[config.mk]
export PLATFORM = sky130hd
export DESIGN_NAME = rac_ctrl
export DESIGN_NICKNAME = d
export VERILOG_FILES = /design/src/rtl/rac_pkg.sv /design/src/rtl/rac_ctrl.sv /design/src/rtl/rac_alarm_match.sv
export SDC_FILE = /design/constraint.sdc
export NUM_CORES = 1
export LEC_CHECK = 0
export ABC_AREA = 1
export BUFFER_PORTS_ARGS = -buffer_cell sky130_fd_sc_hd__buf_4
export CORE_MARGIN = 2
export CORE_UTILIZATION = 35
export CTS_CLUSTER_DIAMETER = 100
export DETAILED_ROUTE_END_ITERATION = 7
export PLACE_DENSITY_LB_ADDON = 0.12
export SLEW_MARGIN = 0
export SYNTH_ARGS = -nofsm -noshare
export SYNTH_HDL_FRONTEND = slang
export SYNTH_SLANG_ARGS = --single-unit
[constraint.sdc]
create_clock -name clock -period 1.5 [get_ports clock]
set_clock_uncertainty 0.15 [all_clocks]
set_input_delay 0.225 -clock clock [delete_from_list [all_inputs] [get_ports clock]]
set_output_delay 0.225 -clock clock [all_outputs]
set_load 0.02 [all_outputs]
[src/rtl/rac_pkg.sv]
// Constants of the alarm and carry control register block.
// Assumes one clock and a plain register port with 8-bit data.
//
// What this block does
// - One 8-bit register holds flags and enables.
// - Both resets clear both interrupt enables.
// - Other bits need no reset value.
// - Standby leaves the register untouched, except a manual reset still clears the enables.
// - Alarm flag sets when enabled compares match.
// - Writing 0 clears alarm flag; 1 ignored.
// - Bit 3 enables the alarm interrupt.
// - Bit 4 enables the carry interrupt.
// - Carry flag sets on sec_carry, and on r64_carry only while r64_reading.
// - Writing 0 to bit 7 clears carry.
package rac_pkg;

    // ------------------------------------------------------------------
    // Register port
    // ------------------------------------------------------------------
    localparam int           REG_AW       = 8;
    localparam int           REG_DW       = 8;
    localparam logic [7:0]   CTRL_OFS     = 8'h38;
    localparam logic [7:0]   IRQ_STAT_OFS = 8'h40;
    localparam logic [7:0]   IRQ_MASK_OFS = 8'h44;

    // ------------------------------------------------------------------
    // Control register fields
    // ------------------------------------------------------------------
    localparam int           ALARM_FLAG_BIT = 0;
    localparam int           AIE_BIT      = 3;
    localparam int           CIE_BIT      = 4;
    localparam int           CARRY_FLAG_BIT = 7;
    localparam logic         FLAG_RST     = 1'h0;
    localparam logic         ENABLE_RST   = 1'h0;

    // ------------------------------------------------------------------
    // Event status and mask
    // ------------------------------------------------------------------
    localparam int           EV_W         = 2;
    localparam int           EV_ALARM     = 0;
    localparam int           EV_CARRY     = 1;
    localparam logic [1:0]   STAT_RST     = 2'h0;
    localparam logic [1:0]   MASK_RST     = 2'h0;

    // ------------------------------------------------------------------
    // Alarm comparison
    // ------------------------------------------------------------------
    localparam int           ALARM_FIELDS = 6;
    localparam int           FIELD_W      = 8;

endpackage : rac_pkg

[src/rtl/rac_ctrl.sv]
// Alarm and carry control register with interrupt requests.
// Assumes a plain register port and pulse inputs from the counters.
//
// Local design decision: strobed register access.
`timescale 1ns/1ps
`default_nettype none
module rac_ctrl #(
    parameter int FIELDS = rac_pkg::ALARM_FIELDS,
    parameter int FW     = rac_pkg::FIELD_W
) (
    input  wire logic                       clock,
    input  wire logic                       sys_rst,
    input  wire logic                       manual_rst,
    input  wire logic                       standby,
    input  wire logic [rac_pkg::REG_AW-1:0] bus_addr,
    input  wire logic [rac_pkg::REG_DW-1:0] bus_wdata,
    input  wire logic                       bus_wr,
    input  wire logic                       bus_rd,
    output var  logic [rac_pkg::REG_DW-1:0] bus_rdata,
    input  wire logic [FIELDS*FW-1:0]       cmp_count,
    input  wire logic [FIELDS*FW-1:0]       cmp_alarm,
    input  wire logic [FIELDS-1:0]          cmp_enable,
    input  wire logic                       sec_carry,
    input  wire logic                       r64_carry,
    input  wire logic                       r64_reading,
    output var  logic                       alarm_irq,
    output var  logic                       carry_irq,
    output var  logic                       irq
);
    import rac_pkg::*;

    // ------------------------------------------------------------------
    // Declarations
    // ------------------------------------------------------------------
    logic               alarm_match_flag;
    logic               carry_flag;
    logic               alarm_irq_enable;
    logic               carry_irq_enable;
    logic [EV_W-1:0]    irq_status;
    logic [EV_W-1:0]    irq_mask;
    logic [EV_W-1:0]    events;
    logic [REG_DW-1:0]  ctrl_value;
    logic               match_rise;
    logic               alarm_set;
    logic               carry_set;
    logic               wr_ctrl;
    logic               wr_stat;
    logic               wr_mask;

    // ------------------------------------------------------------------
    // Alarm comparison
    // ------------------------------------------------------------------
    rac_alarm_match #(
        .FIELDS (FIELDS),
        .FW     (FW)
    ) u_match (
        .clock      (clock),
        .sys_rst    (sys_rst),
        .cmp_count  (cmp_count),
        .cmp_alarm  (cmp_alarm),
        .cmp_enable (cmp_enable),
        .match_rise (match_rise)
    );

    // ------------------------------------------------------------------
    // Decode and set conditions
    // ------------------------------------------------------------------
    // Control register writes and flag sets are held off during standby.
    assign wr_ctrl   = bus_wr && (bus_addr == CTRL_OFS) && !standby;
    assign wr_stat   = bus_wr && (bus_addr == IRQ_STAT_OFS);
    assign wr_mask   = bus_wr && (bus_addr == IRQ_MASK_OFS);
    assign alarm_set = match_rise && !standby;
    assign carry_set = (sec_carry || (r64_carry && r64_reading))
                       && !standby;

    always_comb begin
        events           = '0;
        events[EV_ALARM] = alarm_set;
        events[EV_CARRY] = carry_set;
    end

    // Reserved bits 1, 2, 5 and 6 read as zero.
    always_comb begin
        ctrl_value          = '0;
        ctrl_value[ALARM_FLAG_BIT] = alarm_match_flag;
        ctrl_value[AIE_BIT]        = alarm_irq_enable;
        ctrl_value[CIE_BIT]        = carry_irq_enable;
        ctrl_value[CARRY_FLAG_BIT] = carry_flag;
    end

    // ------------------------------------------------------------------
    // Alarm flag
    // ------------------------------------------------------------------
    // Flags get a value at power-on only to keep simulation defined.
    always_ff @(posedge clock or posedge sys_rst) begin
        if (sys_rst) begin
            alarm_match_flag <= FLAG_RST;
        end else if (alarm_set) begin
            alarm_match_flag <= 1'h1;
        end else if (wr_ctrl && !bus_wdata[ALARM_FLAG_BIT]) begin
            alarm_match_flag <= 1'h0;
        end
    end

    // ------------------------------------------------------------------
    // Carry flag
    // ------------------------------------------------------------------
    always_ff @(posedge clock or posedge sys_rst) begin
        if (sys_rst) begin
            carry_flag <= FLAG_RST;
        end else if (carry_set) begin
            carry_flag <= 1'h1;
        end else if (wr_ctrl && !bus_wdata[CARRY_FLAG_BIT]) begin
            carry_flag <= 1'h0;
        end
    end

    // ------------------------------------------------------------------
    // Interrupt enables
    // ------------------------------------------------------------------
    always_ff @(posedge clock or posedge sys_rst) begin
        if (sys_rst) begin
            alarm_irq_enable <= ENABLE_RST;
            carry_irq_enable <= ENABLE_RST;
        end else if (manual_rst) begin
            alarm_irq_enable <= ENABLE_RST;
            carry_irq_enable <= ENABLE_RST;
        end else if (wr_ctrl) begin
            alarm_irq_enable <= bus_wdata[AIE_BIT];
            carry_irq_enable <= bus_wdata[CIE_BIT];
        end
    end

    // ------------------------------------------------------------------
    // Event status and mask
    // ------------------------------------------------------------------
    // A new event wins over a clear written in the same cycle.
    always_ff @(posedge clock or posedge sys_rst) begin
        if (sys_rst) begin
            irq_status <= STAT_RST;
        end else if (wr_stat) begin
            irq_status <= (irq_status & ~bus_wdata[EV_W-1:0]) | events;
        end else begin
            irq_status <= irq_status | events;
        end
    end

    always_ff @(posedge clock or posedge sys_rst) begin
        if (sys_rst) begin
            irq_mask <= MASK_RST;
        end else if (wr_mask) begin
            irq_mask <= bus_wdata[EV_W-1:0];
        end
    end

    // ------------------------------------------------------------------
    // Read data
    // ------------------------------------------------------------------
    // Data stand only in the cycle after the read strobe.
    always_ff @(posedge clock or posedge sys_rst) begin
        if (sys_rst) begin
            bus_rdata <= '0;
        end else if (bus_rd) begin
            unique case (bus_addr)
                CTRL_OFS:     bus_rdata <= ctrl_value;
                IRQ_STAT_OFS: bus_rdata <= {{(REG_DW-EV_W){1'b0}},
                                            irq_status};
                IRQ_MASK_OFS: bus_rdata <= {{(REG_DW-EV_W){1'b0}},
                                            irq_mask};
                default:      bus_rdata <= '0;
            endcase
        end else begin
            bus_rdata <= '0;
        end
    end

    // ------------------------------------------------------------------
    // Interrupt requests
    // ------------------------------------------------------------------
    always_ff @(posedge clock or posedge sys_rst) begin
        if (sys_rst) begin
            alarm_irq <= 1'h0;
            carry_irq <= 1'h0;
        end else begin
            alarm_irq <= alarm_match_flag && alarm_irq_enable;
            carry_irq <= carry_flag && carry_irq_enable;
        end
    end

    always_ff @(posedge clock or posedge sys_rst) begin
        if (sys_rst) begin
            irq <= 1'h0;
        end else begin
            irq <= |(irq_status & irq_mask);
        end
    end

    // ------------------------------------------------------------------
    // Checks
    // ------------------------------------------------------------------
    AST_CTRL_READBACK: assert property (
        @(posedge clock) disable iff (sys_rst)
        (bus_rd && bus_addr == CTRL_OFS) |=> (bus_rdata == $past(ctrl_value))
    ) else $error("Control register read returned a wrong value.");

    AST_MANUAL_CLR: assert property (
        @(posedge clock) disable iff (sys_rst)
        manual_rst |=> (!alarm_irq_enable && !carry_irq_enable)
                       ##1 (!alarm_irq && !carry_irq)
    ) else $error("Manual reset did not clear the interrupt enables.");

    AST_STANDBY_HOLD: assert property (
        @(posedge clock) disable iff (sys_rst)
        (standby && !manual_rst) |=> $stable(ctrl_value)
    ) else $error("Control register changed during standby.");

    AST_ALARM_SET: assert property (
        @(posedge clock) disable iff (sys_rst)
        (match_rise && !standby) |=> alarm_match_flag
    ) else $error("Alarm flag did not set on a match.");

    AST_ALARM_W0: assert property (
        @(posedge clock) disable iff (sys_rst)
        (wr_ctrl && !bus_wdata[ALARM_FLAG_BIT] && !alarm_set)
        |=> !alarm_match_flag
    ) else $error("Writing zero did not clear the alarm flag.");

    AST_ALARM_W1: assert property (
        @(posedge clock) disable iff (sys_rst)
        (wr_ctrl && bus_wdata[ALARM_FLAG_BIT] && !alarm_set)
        |=> $stable(alarm_match_flag)
    ) else $error("Writing one changed the alarm flag.");

    AST_ALARM_IRQ: assert property (
        @(posedge clock) disable iff (sys_rst)
        alarm_irq == $past(alarm_match_flag && alarm_irq_enable)
    ) else $error("Alarm request does not follow flag and enable.");

    AST_CARRY_IRQ: assert property (
        @(posedge clock) disable iff (sys_rst)
        (carry_flag && carry_irq_enable) [*2] |-> carry_irq
    ) else $error("Carry request missing while flag and enable set.");

    AST_CARRY_SET: assert property (
        @(posedge clock) disable iff (sys_rst)
        (!standby && (sec_carry || (r64_carry && r64_reading)))
        |=> carry_flag && irq_status[EV_CARRY]
    ) else $error("Carry flag or carry event did not set.");

    AST_CARRY_W0: assert property (
        @(posedge clock) disable iff (sys_rst)
        (wr_ctrl && !bus_wdata[CARRY_FLAG_BIT] && !carry_set) |=> !carry_flag
    ) else $error("Writing zero did not clear the carry flag.");

    AST_RSVD_ZERO: assert property (
        @(posedge clock) disable iff (sys_rst)
        (bus_rd && bus_addr == CTRL_OFS)
        |=> (bus_rdata[2:1] == 2'h0) && (bus_rdata[6:5] == 2'h0)
    ) else $error("Reserved control bits did not read as zero.");

    AST_IRQ_DROP: assert property (
        @(posedge clock) disable iff (sys_rst)
        ($fell(alarm_match_flag) || $fell(alarm_irq_enable)) |=> !alarm_irq
    ) else $error("Alarm request stayed up after the clear.");

endmodule : rac_ctrl
`default_nettype wire

[src/rtl/rac_alarm_match.sv]
// Alarm comparator: all enabled alarm fields against their counters.
// Assumes counter and alarm values are synchronous to the clock.
`timescale 1ns/1ps
`default_nettype none
module rac_alarm_match #(
    parameter int FIELDS = rac_pkg::ALARM_FIELDS,
    parameter int FW     = rac_pkg::FIELD_W
) (
    input  wire logic                 clock,
    input  wire logic                 sys_rst,
    input  wire logic [FIELDS*FW-1:0] cmp_count,
    input  wire logic [FIELDS*FW-1:0] cmp_alarm,
    input  wire logic [FIELDS-1:0]    cmp_enable,
    output var  logic                 match_rise
);
    import rac_pkg::*;

    // ------------------------------------------------------------------
    // Per-field compare
    // ------------------------------------------------------------------
    logic [FIELDS-1:0] field_ok;
    logic              all_match;
    logic              match_prev;

    for (genvar i = 0; i < FIELDS; i++) begin : g_field
        assign field_ok[i] = !cmp_enable[i] ||
            (cmp_count[i*FW +: FW] == cmp_alarm[i*FW +: FW]);
    end

    // A match needs at least one field taking part.
    assign all_match = (&field_ok) && (|cmp_enable);

    // ------------------------------------------------------------------
    // Edge of the match
    // ------------------------------------------------------------------
    always_ff @(posedge clock or posedge sys_rst) begin
        if (sys_rst) begin
            match_prev <= 1'h0;
            match_rise <= 1'h0;
        end else begin
            match_prev <= all_match;
            match_rise <= all_match && !match_prev;
        end
    end

    AST_MATCH_RISE: assert property (
        @(posedge clock) disable iff (sys_rst)
        (all_match && !match_prev) |=> match_rise
    ) else $error("Alarm match edge was not reported.");

endmodule : rac_alarm_match
`default_nettype wire

# After elaboration in Yosys (flattened, before gate mapping)
# Cells that the tools add are included.
# classes
eq_ne,9
reduce_logical,36
bitwise,5
n_mux,11
# ops
op,count
$eq 8x8->1,6
$pmux 8 s3,1
$eq 8x7->1 const B,2
$logic_and 1x1->1,13
$logic_not 1->1,10
$eq 8x6->1 const B,1
$mux 1,8
$mux 8,1
$logic_or 1x1->1,7
$reduce_and 6->1,1
$reduce_bool 2->1,3
$reduce_or 6->1,1
$and 2x2->2,2
$or 2x2->2,2
$mux 2,1
$not 2->2,1
$reduce_or 2->1,1
# totals
word_cells,73
register_bits,21
inputBits,127
out_inout_bits,11

# Longest topological paths before layout
# logic_depth
word_depth,6
depth_mapped,11
mapped_depth_nobuf,11

# Hierarchy
# Synthesis repeated with hierarchy kept, for this count alone.
# hier_totals
hier_cells,296
area_unflattened_um2,1747.9
# modules_own_cells
mod,n_inst,seq_area_each_um2,area_per_inst_um2,cells_per_inst
rac_alarm_match,1,50.0,894.6,187
rac_ctrl,1,400.4,853.3,109

# Worst setup path after synthesis
# Ideal clock, no wire load.
# synth_path
kind,input to register
from,input port bus_addr[0] (netlist name)
to,register irq_status[1]
path_buffers,0
path_stages,7
t_required_ps,1226
setup_ps,124
t_arrival_ps,1008
path_slack_ps,218
cell_sequence,inv_1 > nand2_1 > or2_1 > nor3_2 > nand2_1 > o21ai_0 > nand2_1
# synth_between
elab_chain_len,3
# synth_rtl
item,line,text
start: declaration,rac_ctrl.sv:15,"input wire logic [rac_pkg::REG_AW-1:0] bus_addr,"
$eq 8x7->1,rac_ctrl.sv:70,assign wr_stat = bus_wr && (bus_addr == IRQ_STAT_OFS);
$logic_and 1x1->1,rac_ctrl.sv:70,
$mux 2,rac_ctrl.sv:141,end else if (wr_stat) begin
end signal: assignment,rac_ctrl.sv:142,irq_status <= (irq_status & ~bus_wdata[EV_W-1:0]) | events;
end signal: assignment,rac_ctrl.sv:144,irq_status <= irq_status | events;
end: declaration,rac_ctrl.sv:39,logic [EV_W-1:0] irq_status;
# Every way passes these cells.
# A chain may end at the register's enable or synchronous reset.

# Worst setup path in the final report
# Ends and elaborated chain as after synthesis.

==> metrics.txt <==
initial core utilization 0.367; fmax 799 MHz; combinational family with the most area after synthesis simple AND/OR/NAND/NOR gates; asr flop ratio synth 1.00; critical-path maximum fanout 3; post-synthesis simple-gate area fraction 0.379; Reg clk slew, reported paths 0.07 ns; number of gates resized after CTS 0; Clk Latency, worst-skew pair 0.25 ns; CTS tree built; initial antenna violation count 0; gr ovfl total 0; Iter 0 DRT Violations 79; mux share of post-synthesis cell area 0; Synth top area share 0.278; fin nets 533; Final Hold Fails 0; HPWL Detailed 3830 um; first-pass iteration count of the detailed router 5; CP startpoint kind input pin; R2R depth 3; Synth cell types 19; worst hold path type input pin to register; # H-tree levels 1; Leakage Power between 1.5 and 2 nW; number of flip-flops in the largest register 5; Die X 72.1 um; hold path start bus_wdata[7]; Layout area overhead 69.1%; Post-Layout Inst Area 2740 um^2; Critical Path Sink Type register; Final min period 1.25 ns; post-synthesis sequential area ratio 0.278; flop-to-flop setup slack 0.53 ns; Die ar. 5190 um^2; placed cell count 452; pin count of the biggest net entering global routing 19; top cells by count, synth nand2_1 (115), inv_1 (53), xnor2_1 (30); fin. max-slew vios 0; Adder-Cell Fraction of Synth Area 0; MaxCap Viol Count 0; Via Count ~2000; DP Area 2680 um^2; Port Buffers 131; worst vdd ir about 0.30 mV; die span in y ~72 um; most frequent cell after synthesis nand2_1; Non-Filler Instances 457; layout cell share with drive strength beyond 1 0.353; post-route ant nets 0; routability cong. 0.766; unrepaired setup endpoints after global routing no; DRC viols 0; Num CTS Buffers 3; DRT Wirelength 4200 um; largest reg by FF count bus_rdata; I/O pins 138; Synth Area in XOR/XNOR 0.162; #FFs+latches synth 18; WHS Endpoint carry_flag; Critical Path RT 1.49 ns; Post-synth EDFFs 0; filler cell count 438; Post-Syn Instances 267; worst setup path class input pin to register; row count 24; Final Cycle Share 0.835; postcts setup bufs 0; clock root buffer master clkbuf_8; cts hold-fix bufs 1; GRT Util Overall 0.168; Top Registers bus_rdata (5), irq_mask (2), irq_status (2); multi-input logic area 953 um^2; CORE AREA 4410 um^2; worst hold stages 3; Tot Pwr approximately 0.0014 W; setup TNS 0 ns; predominant post-synthesis flop cell dfrtp_1; syn avg cell area 6.07 um^2; clock buffer depth 2; status completed; ranking of synthesized cells by area dfrtp_1 (28%), nand2_1 (27%), xnor2_1 (16%), inv_1 (12%), nor2_1 (5.6%); first-pass GRT wire length 7130 um; r2r endpoint bus_rdata[1]; Compound-Gate Fraction of Synth Area 0.0401; Cell Area, Synth between 1500 and 2000 um^2; Vias/cell 4.29; Sequential Area 450 um^2; R2R Path Start irq_mask[1]; routed len/inst 9.19 um; n_diodes 0; Synth area leader dfrtp_1; Yosys warnings 0; Critical Path AT about 1.2 ns; pwr dens between 500 and 600 nW/um^2; final setup fails 0; Num Clock Sinks 18; vias in the first global route approximately 1900
[cell type report]
| class | count | area share |
|---|---|---|
| Clock buffer | 4 | 0.0201 |
| Inverter | 54 | 0.0739 |
| Multi-Input combinational cell | 194 | 0.348 |
| Tap cell | 52 | 0.0237 |
| Timing Repair Buffer | 135 | 0.370 |
| Sequential cell | 18 | 0.164 |
[worst max path at each step]
stage | start | end | slack [ns] | cells past startpoint
after floorplan | bus_addr[0] | irq_status[1] | 0.22 | 7
after detailed placement | bus_addr[0] | irq_status[1] | -0.02 | 8
after global placement | bus_addr[0] | irq_status[1] | 0.01 | 8
final | bus_addr[0] | irq_status[1] | 0.25 | 8
after CTS | bus_addr[0] | irq_status[1] | 0.24 | 8
after global routing | bus_addr[0] | irq_status[1] | 0.06 | 8
[layout by cell type (no fill, tap or decap)]
cell,instances
a21boi_0,1
a22o_1,2
buf_4,134
clkbuf_8,4
conb_1,3
dfrtp_1,18
dlygate4sd3_1,1
inv_1,53
inv_2,1
nand2_1,115
nand3_1,2
nand3_2,1
nand4_1,2
nor2_1,24
nor3_2,2
nor4_1,1
nor4_4,1
o21ai_0,3
o21ai_1,5
or2_1,2
xnor2_1,30
[kinds of logic after synthesis]
group | after synthesis
AND/OR/NAND/NOR | 150
other | 1
flip-flops | 18
AO/OA/AOI/OAI | 11
XOR/XNOR | 30
buffers and inverters | 57
[worst max-delay path, cell delays in order]
cell,delay [ns]
buf_4,0.10
inv_1,0.04
nand2_1,0.09
or2_1,0.27
nor3_2,0.16
nand2_1,0.09
o21ai_0,0.19
nand2_1,0.07
[layer usage]
| layer | vias to the layer above | wire [um] | GRT usage | part of all wire |
|---|---|---|---|---|
| met3 | 6 | 318 | 0.0278 | 0.076 |
| met1 | 836 | 1530 | 0.179 | 0.36 |
| met5 | - | 0 | 0 | 0 |
| li1 | 1046 | - | - | - |
| met2 | 74 | 2290 | 0.333 | 0.54 |
| met4 | 0 | 62 | 0.0461 | 0.015 |
[per-stage QoR]
stage / hold WS [ns] / setup slack [ns] / utilization
after floorplan: 0.0136 / 0.218 / -
after global placement: 0.106 / 0.0115 / 0.607
after detailed placement: 0.117 / -0.0155 / 0.607
after CTS: 0.0377 / 0.244 / 0.621
after global routing: 0.0333 / 0.0604 / 0.621
final: 0.0333 / 0.248 / 0.621
[where the power goes]
part | switching, W | leakage [nW] | internal [W]
Sequential | 0.0000106 | 0.238 | 0.000501
Combinational | 0.000190 | 1.39 | 0.000315
Clock | 0.000162 | 0.0288 | 0.000233
Power figures use the tool's default switching activity.
